$ cat config.mk
export PLATFORM = sky130hd
export DESIGN_NAME = ibs_sequencer
export DESIGN_NICKNAME = d
export VERILOG_FILES = /design/src/ibs_pkg.sv /design/src/ibs_edge_detect.sv /design/src/ibs_backup_tally.sv /design/src/ibs_sequencer.sv
export SDC_FILE = /design/constraint.sdc
export NUM_CORES = 1
export LEC_CHECK = 0
export ABC_CLOCK_PERIOD_IN_PS = 5500
export BUFFER_PORTS_ARGS = -buffer_cell sky130_fd_sc_hd__buf_2
export CORE_MARGIN = 2
export CORE_UTILIZATION = 40
export CTS_BUF_LIST = sky130_fd_sc_hd__clkbuf_4
export CTS_CLUSTER_DIAMETER = 80
export DETAILED_ROUTE_END_ITERATION = 8
export HOLD_SLACK_MARGIN = 0.15
export PLACE_DENSITY = 0.71
export RECOVER_POWER = 100
export SLEW_MARGIN = 25
export SYNTH_ARGS = -nofsm -noshare
export SYNTH_HDL_FRONTEND = slang
export SYNTH_HIERARCHICAL = 1
export SYNTH_SLANG_ARGS = --single-unit
$ cat constraint.sdc
create_clock -name clk -period 5.5 [get_ports clk]
set_clock_uncertainty 0.2 [all_clocks]
set_input_delay 0.275 -clock clk [delete_from_list [all_inputs] [get_ports clk]]
set_output_delay 0.275 -clock clk [all_outputs]
set_load 0.1 [all_outputs]
$ cat src/ibs_pkg.sv
package ibs_pkg;

    // ------------------------------------------------------------
    // widths and counter values
    // ------------------------------------------------------------
    localparam int CNT_W = 4;
    localparam logic [CNT_W-1:0] CNT_ZERO = 4'h0;
    localparam logic [CNT_W-1:0] CNT_ONE = 4'h1;
    localparam logic [CNT_W-1:0] CNT_TWO = 4'h2;
    localparam logic [CNT_W-1:0] CNT_THREE = 4'h3;

    localparam int TALLY_W = 2;
    localparam logic [TALLY_W-1:0] TALLY_ZERO = 2'h0;
    localparam logic [TALLY_W-1:0] TALLY_MAX = 2'h3;

    localparam int RETRY_W = 4;
    localparam logic [RETRY_W-1:0] RETRY_ZERO = 4'h0;
    localparam logic [RETRY_W-1:0] RETRY_ONE = 4'h1;
    // transactions in a row with no data moved before giving up
    localparam logic [RETRY_W-1:0] RETRY_LIMIT = 4'h8;

    // ------------------------------------------------------------
    // extended status bits 39:32, seen here as 7:0
    // ------------------------------------------------------------
    localparam int STAT_W = 8;
    localparam int STAT_MASTER_ABORT = 7;
    localparam int STAT_TARGET_ABORT = 6;

    // ------------------------------------------------------------
    // sequencer states
    // ------------------------------------------------------------
    typedef enum logic [2:0] {
        ST_IDLE,
        ST_REQ,
        ST_WRITE,
        ST_READ,
        ST_DEAD,
        ST_EVAL
    } ibs_state_e;

endpackage : ibs_pkg

$ cat src/ibs_edge_detect.sv
`timescale 1ns/100ps
module ibs_edge_detect (
    input wire logic clk,
    input wire logic nrst,
    input wire logic data_phase,
    output logic data_phase_delayed,
    output logic data_phase_end_pulse
);

    logic dly_q;
    logic dly_d;

    always_comb
    begin
        dly_d = data_phase;
    end

    always_ff @(posedge clk or negedge nrst)
    begin
        if (!nrst)
            dly_q <= 1'b0;
        else
            dly_q <= dly_d;
    end

    assign data_phase_delayed = dly_q;
    assign data_phase_end_pulse = !data_phase && dly_q;

endmodule : ibs_edge_detect

$ cat src/ibs_backup_tally.sv
`timescale 1ns/100ps
module ibs_backup_tally (
    input wire logic clk,
    input wire logic nrst,
    input wire logic anticipated,
    input wire logic actual,
    input wire logic back_up,
    output logic [ibs_pkg::TALLY_W-1:0] tally
);

    // saturating up/down: one increment, two decrements
    logic [ibs_pkg::TALLY_W-1:0] tally_q;
    logic [ibs_pkg::TALLY_W-1:0] tally_d;
    logic [ibs_pkg::TALLY_W:0] up;
    logic [ibs_pkg::TALLY_W:0] down;

    always_comb
    begin
        up = {1'b0, tally_q} + {2'h0, anticipated};
        down = {2'h0, actual} + {2'h0, back_up};
        if (up <= down)
            tally_d = ibs_pkg::TALLY_ZERO;
        else if (up - down > {1'b0, ibs_pkg::TALLY_MAX})
            tally_d = ibs_pkg::TALLY_MAX;
        else
            tally_d = 2'(up - down);
    end

    always_ff @(posedge clk or negedge nrst)
    begin
        if (!nrst)
            tally_q <= ibs_pkg::TALLY_ZERO;
        else
            tally_q <= tally_d;
    end

    assign tally = tally_q;

endmodule : ibs_backup_tally

$ cat src/ibs_sequencer.sv
// Contract
// - a started transaction completes at least one data phase.
// - data phase is registered each clock; fell = now low, was high.
// - abort flag clears in address phase, loads bits 39 or 38 in data phase.
// - status bits valid one clock late; keep final data phase status.
// - 4-bit counter: reset zero, load on start, decrement on valid data.
// - counter counts real transfers only; never adjusted by FIFO back-up.
// - idle does nothing; start moves to request, else stay idle.
// - request lasts one cycle, then write if dir high, else read.
// - stay in transfer state until the data phase fell pulse.
// - transaction ends by retry, disconnect, timer or user completion.
// - on fell: abort set goes to fatal state, else to evaluation.
// - fatal state holds; a clear input returns it to idle.
// - evaluation waits while backing up, then idle if done, fatal state on give-up, else request.
// - retries are not flagged; requests repeat until counter reaches zero or retries give up.
// - count retries and abandon after too many in a row.
// - meant for total bursts shorter than the FIFO capacity.
// - reset forces idle; unused encodings go to idle next clock.
// - back-up high only in evaluation with tally nonzero; steps tally down.
// - request pulse is high exactly one cycle, in the request state.
`timescale 1ns/100ps
module ibs_sequencer (
    input wire logic clk,
    input wire logic nrst,
    input wire logic start,
    input wire logic dir,
    input wire logic [ibs_pkg::CNT_W-1:0] burst_length,
    input wire logic addr_phase_n,
    input wire logic data_phase,
    input wire logic transfer_valid,
    input wire logic src_en,
    input wire logic fifo_empty,
    input wire logic [ibs_pkg::STAT_W-1:0] ext_status_bits,
    input wire logic dead_clear,
    output logic request,
    output logic complete,
    output logic back_up,
    output logic done,
    output logic fatal,
    output logic dead,
    output logic retry_abandon,
    output logic busy,
    output logic data_phase_end_pulse,
    output logic [ibs_pkg::CNT_W-1:0] remaining_count,
    output logic [ibs_pkg::RETRY_W-1:0] retry_count
);

    // ------------------------------------------------------------
    // edge detect and back-up tally
    // ------------------------------------------------------------
    logic data_phase_delayed;
    logic [ibs_pkg::TALLY_W-1:0] tally;
    logic anticipated;

    ibs_edge_detect u_edge (
        .clk(clk),
        .nrst(nrst),
        .data_phase(data_phase),
        .data_phase_delayed(data_phase_delayed),
        .data_phase_end_pulse(data_phase_end_pulse)
    );

    // an empty FIFO cannot advance, so it cannot over-advance
    assign anticipated = src_en && !fifo_empty;

    ibs_backup_tally u_tally (
        .clk(clk),
        .nrst(nrst),
        .anticipated(anticipated),
        .actual(transfer_valid),
        .back_up(back_up),
        .tally(tally)
    );

    // ------------------------------------------------------------
    // abort status capture
    // ------------------------------------------------------------
    logic fatal_q;
    logic fatal_d;

    // status arrives a clock late, so the last data phase wins
    always_comb
    begin
        fatal_d = fatal_q;
        if (!addr_phase_n)
            fatal_d = 1'b0;
        else if (data_phase)
            fatal_d = ext_status_bits[ibs_pkg::STAT_MASTER_ABORT]
                | ext_status_bits[ibs_pkg::STAT_TARGET_ABORT];
    end

    always_ff @(posedge clk or negedge nrst)
    begin
        if (!nrst)
            fatal_q <= 1'b0;
        else
            fatal_q <= fatal_d;
    end

    assign fatal = fatal_q;

    // ------------------------------------------------------------
    // transfer counter
    // ------------------------------------------------------------
    logic [ibs_pkg::CNT_W-1:0] cnt_q;
    logic [ibs_pkg::CNT_W-1:0] cnt_d;

    // no back-up input here: only completed phases are counted
    always_comb
    begin
        cnt_d = cnt_q;
        if (start)
            cnt_d = burst_length;
        else if (transfer_valid)
            cnt_d = cnt_q - ibs_pkg::CNT_ONE;
    end

    always_ff @(posedge clk or negedge nrst)
    begin
        if (!nrst)
            cnt_q <= ibs_pkg::CNT_ZERO;
        else
            cnt_q <= cnt_d;
    end

    assign remaining_count = cnt_q;
    assign done = (cnt_q == ibs_pkg::CNT_ZERO);

    // ------------------------------------------------------------
    // state machine
    // ------------------------------------------------------------
    ibs_pkg::ibs_state_e state_q;
    ibs_pkg::ibs_state_e state_d;
    logic moved_q;
    logic moved_d;
    logic [ibs_pkg::RETRY_W-1:0] retry_q;
    logic [ibs_pkg::RETRY_W-1:0] retry_d;
    logic abandon_q;
    logic abandon_d;
    logic give_up;

    // a transaction that moved no data is taken as a retry
    assign give_up = !moved_q
        && (retry_q + ibs_pkg::RETRY_ONE >= ibs_pkg::RETRY_LIMIT);

    always_comb
    begin
        state_d = state_q;
        moved_d = moved_q;
        retry_d = retry_q;
        abandon_d = abandon_q;
        case (state_q)
            ibs_pkg::ST_IDLE:
            begin
                if (start)
                begin
                    state_d = ibs_pkg::ST_REQ;
                    retry_d = ibs_pkg::RETRY_ZERO;
                    abandon_d = 1'b0;
                end
            end
            ibs_pkg::ST_REQ:
            begin
                moved_d = 1'b0;
                if (dir)
                    state_d = ibs_pkg::ST_WRITE;
                else
                    state_d = ibs_pkg::ST_READ;
            end
            ibs_pkg::ST_WRITE, ibs_pkg::ST_READ:
            begin
                if (transfer_valid)
                    moved_d = 1'b1;
                // the core guarantees one data phase, so fell always comes
                if (data_phase_end_pulse)
                begin
                    if (fatal_q)
                        state_d = ibs_pkg::ST_DEAD;
                    else
                        state_d = ibs_pkg::ST_EVAL;
                end
            end
            ibs_pkg::ST_DEAD:
            begin
                if (dead_clear)
                    state_d = ibs_pkg::ST_IDLE;
            end
            ibs_pkg::ST_EVAL:
            begin
                if (!back_up)
                begin
                    if (done)
                        state_d = ibs_pkg::ST_IDLE;
                    else if (give_up)
                    begin
                        state_d = ibs_pkg::ST_DEAD;
                        abandon_d = 1'b1;
                    end
                    else
                        state_d = ibs_pkg::ST_REQ;
                    if (moved_q)
                        retry_d = ibs_pkg::RETRY_ZERO;
                    else
                        retry_d = retry_q + ibs_pkg::RETRY_ONE;
                end
            end
            default:
                state_d = ibs_pkg::ST_IDLE;
        endcase
    end

    always_ff @(posedge clk or negedge nrst)
    begin
        if (!nrst)
        begin
            state_q <= ibs_pkg::ST_IDLE;
            moved_q <= 1'b0;
            retry_q <= ibs_pkg::RETRY_ZERO;
            abandon_q <= 1'b0;
        end
        else
        begin
            state_q <= state_d;
            moved_q <= moved_d;
            retry_q <= retry_d;
            abandon_q <= abandon_d;
        end
    end

    assign request = (state_q == ibs_pkg::ST_REQ);
    assign back_up = (state_q == ibs_pkg::ST_EVAL)
        && (tally != ibs_pkg::TALLY_ZERO);
    assign dead = (state_q == ibs_pkg::ST_DEAD);
    assign busy = (state_q != ibs_pkg::ST_IDLE);
    assign retry_abandon = abandon_q;
    assign retry_count = retry_q;

    // ------------------------------------------------------------
    // completion request
    // ------------------------------------------------------------
    logic hold_q;
    logic hold_d;
    logic assert_complete;

    // pipelined counter compare, no wait states; fifo level flags unused, bursts must fit
    assign assert_complete = (cnt_q == ibs_pkg::CNT_ONE && request)
        || (cnt_q == ibs_pkg::CNT_TWO && data_phase_delayed)
        || (cnt_q == ibs_pkg::CNT_THREE && transfer_valid);

    always_comb
    begin
        hold_d = hold_q;
        if (data_phase_end_pulse)
            hold_d = 1'b0;
        else if (assert_complete)
            hold_d = 1'b1;
    end

    always_ff @(posedge clk or negedge nrst)
    begin
        if (!nrst)
            hold_q <= 1'b0;
        else
            hold_q <= hold_d;
    end

    assign complete = assert_complete || hold_q;
endmodule : ibs_sequencer

# Word level (Yosys, flattened, before mapping)

Cells that the tools add are included.

Register bits after elaboration: 18
Input bits: 22
Output and inout bits: 17
Logic and storage cells: 88

$add $sub $neg: 5
Order comparisons: 3
Equal/unequal tests: 16
Mux-type cells: 28
Bitwise gates (word level): 1
Reductions and logical operators: 26

Operators by type and width:

| kind                                                           | number |
|---|---|
| 2-to-1 mux 4 bit                                               | 5 |
| 2-to-1 mux 3 bit                                               | 6 |
| case mux 3 bit (5 select lines)                                | 1 |
| inequality test 2 bit (second input constant)                  | 7 |
| 2-to-1 mux 1 bit                                               | 11 |
| nonzero test 2 bit                                             | 5 |
| == test 4 x 2 -> 1 bit (second input constant)                 | 2 |
| case mux 4 bit (2 select lines)                                | 1 |
| logical AND 1 bit                                              | 7 |
| == test 3 x 2 -> 1 bit (second input constant)                 | 2 |
| == test 3 bit (second input constant)                          | 2 |
| AND reduction 5 bit                                            | 1 |
| adder 4 x 1 -> 4 bit (second input constant)                   | 1 |
| == test 4 x 1 -> 1 bit (second input constant)                 | 1 |
| greater-or-equal comparator 4 bit (second input constant)      | 1 |
| logical NOT 4 bit                                              | 1 |
| 2-to-1 mux 2 bit                                               | 2 |
| case mux 1 bit (2 select lines)                                | 2 |
| AND reduction 4 bit                                            | 1 |
| subtractor 4 x 1 -> 4 bit (second input constant)              | 1 |
| adder 2 x 1 -> 3 bit                                           | 1 |
| == test 3 x 1 -> 1 bit (second input constant)                 | 1 |
| greater-than comparator 3 x 2 -> 1 bit (second input constant) | 1 |
| <= comparator 3 bit                                            | 1 |
| other kinds (11)                                               | 15 |

# Logic depth before layout (Yosys ltp)

Word-level depth: 7
Mapped depth: 8
Depth with buffers taken out: 7

# By module

The synthesis kept the hierarchy.

By module, submodules not included:

| module           | times used | cells each | area each (µm²) |
|---|---|---|---|
| ibs_sequencer    | 1          | 101        | 933.4 |
| ibs_backup_tally | 1          | 19         | 225.2 |
| ibs_edge_detect  | 1          | 2          | 38.8 |

# Worst setup path before layout

OpenSTA, ideal clock, no wires.

Path kind: reg-to-reg
Start: register state_q[1]
End: register hold_q
Library setup time: 0.082 ns
Data arrival time: 5.680 ns
Data required time: 5.218 ns
Path slack: -0.462 ns
Cell stages (with the launch flop): 6
Period minus slack after synthesis: 5.962 ns
Cells stage by stage: dfrtp_1 buf_2 nor3b_1 a222oi_1 o31ai_1 nor2b_1

Word-level cells in the longest chain between the ends: 5

Ends and longest elaborated chain:

| what                         | RTL line             | RTL |
|---|---|---|
| start, declared              | ibs_sequencer.sv:132 | `ibs_pkg::ibs_state_e state_q;` |
| start signal, assigned       | ibs_sequencer.sv:216 | `state_q <= ibs_pkg::ST_IDLE;` |
| start signal, assigned       | ibs_sequencer.sv:223 | `state_q <= state_d;` |
| == test 3 x 1 -> 1 bit       | ibs_sequencer.sv:230 | `assign request = (state_q == ibs_pkg::ST_REQ);` |
| via request                  | ibs_sequencer.sv:35  | `output logic request,` |
| logical AND 1 bit            | ibs_sequencer.sv:246 | `assign assert_complete = (cnt_q == ibs_pkg::CNT_ONE && request)` |
| logical OR 1 bit             | ibs_sequencer.sv:247 | `\|\| (cnt_q == ibs_pkg::CNT_TWO && data_phase_delayed)` |
| logical OR 1 bit             | ibs_sequencer.sv:248 | `\|\| (cnt_q == ibs_pkg::CNT_THREE && transfer_valid);` |
| nonzero test 2 bit (no line) | --                   |  |
| end signal, assigned         | ibs_sequencer.sv:264 | `hold_q <= hold_d;` |
| end, declared                | ibs_sequencer.sv:241 | `logic hold_q;` |

The timed path passes the listed nets, and every way through them passes these cells.
A chain may end at the register's enable or synchronous reset.

# Worst setup path in the final report

Start: register state_q[1]
End: output complete

Word-level cells in the longest chain between the ends: 5

Ends and longest elaborated chain:

| what                   | RTL line             | RTL |
|---|---|---|
| == test 3 x 1 -> 1 bit | ibs_sequencer.sv:230 |  |
| logical AND 1 bit      | ibs_sequencer.sv:246 |  |
| logical OR 1 bit       | ibs_sequencer.sv:247 |  |
| logical OR 1 bit       | ibs_sequencer.sv:248 |  |
| logical OR 1 bit       | ibs_sequencer.sv:267 | `assign complete = assert_complete \|\| hold_q;` |
| end, declared          | ibs_sequencer.sv:36  | `output logic complete,` |

Every way passes these cells.

==> impl_metrics.py <==
metrics = {
    "power": {
        "leakage_nw": 0.6745,
        "p_comb_share_pct": 57.7,
        "ir_worst_vdd_mv": 0.2071,
        "switching_share_pct": 56.55,
        "power.total_uw": 703.9,
        "p_clk_share_pct": 10.0,
        "p_per_area_nw_per_um2": 463.0,
        "p_int_uw": 305.8,
        "p_seq_share_pct": 32.3,
        "power_switching_uw": 398.1,
    },
    "critical_path": {
        "crit_fanout": 20,
        "critical_path.top_delay_family": "buffers and inverters",
        "worst_path_max_delay_cell": "clkbuf_1",
        "startpoint": "state_q[1]$_DFFE_PN0P_",
        "crit_path_start_kind": "flop",
        "worstPathArrival_ns": 2.62,
        "crit_cells": 4,
        "end_kind": "output pin",
        "cp.required_ns": 5.03,
        "timing.rr.end": "u_tally/tally[1]$_DFF_PN0_",
        "criticalPathCategory": "flop to output pin",
        "cp_cell_sequence": "nor3b_1, a222oi_1, o31ai_2, clkbuf_1",
        "slowest_delay_ns": 0.90,
        "reg2reg_depth": 7,
        "reg2reg_from": "state_q[1]$_DFFE_PN0P_",
        "regToRegSetupSlack_ns": 2.79,
        "path_buf_inv": 1,
    },
    "global_routing": {
        "grt_start_max_net_pins": 21,
        "grt_usage_pct": 20.37,
        "grt_pass1_wl_mm": 5.181,
        "antenna_found_initial": 0,
        "gr-total-overflow": 0,
        "grt_pass1_vias": 1123,
    },
    "yosys": {
        "synth_fa_ha_area_share_pct": 12.75,
        "ys_types": 41,
        "syn-num-nets": 155,
        "synth.most_common_cell": "dfrtp_1",
        "yosys-mux-area-fraction_pct": 1.776,
        "ys_warn_count": 6,
        "syn_inst": 122,
        "synth_area_leaders": "dfrtp_1 (38%), ha_1 (9.4%), o21ai_0 (5.0%)",
        "synth_area_per_cell_um2": 9.815,
        "async_flop_share_pct": 100.0,
        "synth_top_area_share_pct": 37.62,
        "synth_common_cells": "dfrtp_1 (18), o21ai_0 (12), ha_1 (9), inv_1 (9), nand2_1 (9)",
        "ys_seq_area_share_pct": 37.62,
        "yosysTopAreaCell": "dfrtp_1",
        "syn_area_um2": 1197,
        "synth-seq-cells": 18,
        "synth_compound_area_share_pct": 19.75,
        "synth_top_family_by_area": "simple AND/OR/NAND/NOR gates",
        "synth-xor-area-share_pct": 2.926,
        "synth_edf_count": 0,
        "yosys.area_share.simple_pct": 19.85,
        "synth_ff_type": "dfrtp_1",
    },
    "min_path": {
        "hold_end": "retry_abandon$_DFFE_PN0P_",
        "min_path_type": "primary input to flop",
        "hold_depth": 3,
        "hp-start": "start",
    },
    "floorplanning": {
        "core_area_um2": 2805,
        "pin_count": 39,
        "die_h_um": 58.71,
        "die_w_um": 58.71,
        "rows": 19,
        "die_area_um2": 3447,
        "initial_core_util_pct": 42.69,
    },
    "cells_and_area": {
        "nets": 205,
        "multi_input_area_um2": 655.6,
        "fill_cells": 277,
        "area_delta_synth_final_pct": 26.96,
        "final-seq-area_um2": 450.4,
        "drive_gt1_share_pct": 10.53,
        "antenna_cells": 0,
        "post-route-cell-area_um2": 1520,
    },
    "timing": {
        "post-route-min-period_ns": 3.097,
        "fin_ws_ns": 2.403,
        "hold_viol": 0,
        "fmax_mhz": 322.9,
        "drv_slew": 0,
        "setup_viol": 0,
        "slew_headroom_pct": 21.82,
        "tightest_slew_ns": 1.178,
        "rsz0062_at_grt": "false",
        "fin_crit_sh_pct": 56.30,
        "finalSetupTns_ns": 0,
    },
    "placement": {
        "dpl_cell_area_um2": 1371,
        "hpwl_mm": 2.035,
        "portBuffers": 32,
        "place.gp.congestion": 0.8098,
        "dp_slack_ns": 2.828,
    },
    "clock_network": {
        "cts.hold.buffers_added": 18,
        "postCtsSetupRepairBufs": 0,
        "cts_buffers": 3,
        "clkSlewWorstSetupHoldPaths_ns": 0.11,
        "cts_resized": 0,
        "tritoncts": "done",
        "clockBufferDepth": 2,
        "clockRootBuffer": "clkbuf_4",
        "insertion_delay_ns": 0.30,
        "htreeDepth": 1,
        "cts.sinks": 18,
    },
    "drt": {
        "wl_per_cell_um": 15.49,
        "viasPerCell": 5.351,
        "drt_iter0_markers": 41,
        "dr.pass1.iters": 6,
        "wl_mm": 3.129,
        "drc": 1,
        "vias": 1081,
        "final_antenna_net_count": 0,
    },
    "run": {
        "maxCapViolCount": 0,
    },
    "outcome": {
        "status": "finished with violations",
        "violations": "design-rule violations",
    },
}
-- cells in the final DEF (no fill, tap or decap), types with 2 or more instances in the layout --
master         count
a21oi_1            2
a221oi_1           2
buf_2             12
clkbuf_1          20
clkbuf_4           3
dfrtp_1           18
dlygate4sd3_1     18
fa_1               2
ha_1               9
inv_1              9
nand2_1            9
nand2b_1           4
nand3_1            2
nor2_1             8
nor2b_1            6
nor4_1             2
o21ai_0           13
o21ai_1            3
o22ai_1            2
o31ai_1            2
o32a_1             2
or3_1              2
xnor2_1            2
xor2_1             2
-- power groups by stage --
stage	clock, mW	sequential, mW	combinational, mW
after CTS	0.0724	0.226	0.435
after detailed placement	0	0.229	0.419
after floorplan	0	0.255	0.320
final	0.0701	0.227	0.407
after global routing	0.0780	0.234	0.443
after global placement	0	0.226	0.406
-- worst register-to-register path: cells and delay by family (launching register included) --
kind | cells | cell delay [ns]
simple gates | 2 | 0.52
compound gates | 1 | 0.24
xor+xnor | 1 | 0.15
fa+ha+maj | 3 | 0.90
flops | 1 | 0.60
-- layout make-up --
type                       instances  share of cell area [%]
tap                               31                   2.551
clock inverter                     1                  0.2469
sequential                        18                   29.63
multi-input combinational         90                   43.13
clock buffer                       3                   1.481
timing repair buffer              50                   20.74
inverter                           9                   2.222
-- worst max path at each step --
stage,to,slack (ns)
after global placement,u_tally/tally[0]$_DFF_PN0_,2.86
after global routing,complete,2.29
after detailed placement,u_tally/tally[0]$_DFF_PN0_,2.83
after CTS,u_tally/tally[0]$_DFF_PN0_,2.80
final,complete,2.40
after floorplan,hold_q$_DFFE_PN0P_,0.41
-- metal layers --
layer	vias up	global-route usage (%)	wire length (um)
met1	509	24.02	1296
met2	28	35.79	1656
li1	533	-	-
met3	11	1.758	62
met4	0	12.34	114
met5	-	0	0
-- sequential cells by signal, summed over array words and instances, names as in the netlist --
register                   cells
state_q                        3
retry_abandon                  1
moved_q                        1
u_tally/tally                  2
remaining_count                4
hold_q                         1
retry_count                    4
fatal                          1
u_edge/data_phase_delayed      1
-- stage by stage --
step,instances,utilization [%],hold WS [ns]
finish,202,54.19,0.2165
global route,202,54.19,0.2233
CTS,202,56.24,0.1995
detailed placement,180,48.88,0.03169
global placement,180,48.88,0.02683
floorplan,122,-,-0.2206
-- cell families (layout without fill, tap and decap cells) --
kind of cell    Yosys count  after routing
flops                    18             18
buf+inv                  14             63
xor+xnor                  4              4
simple gates             40             40
fa+ha+maj                11             11
mux                       2              2
compound gates           33             33
(Power assumes the default switching activity.)
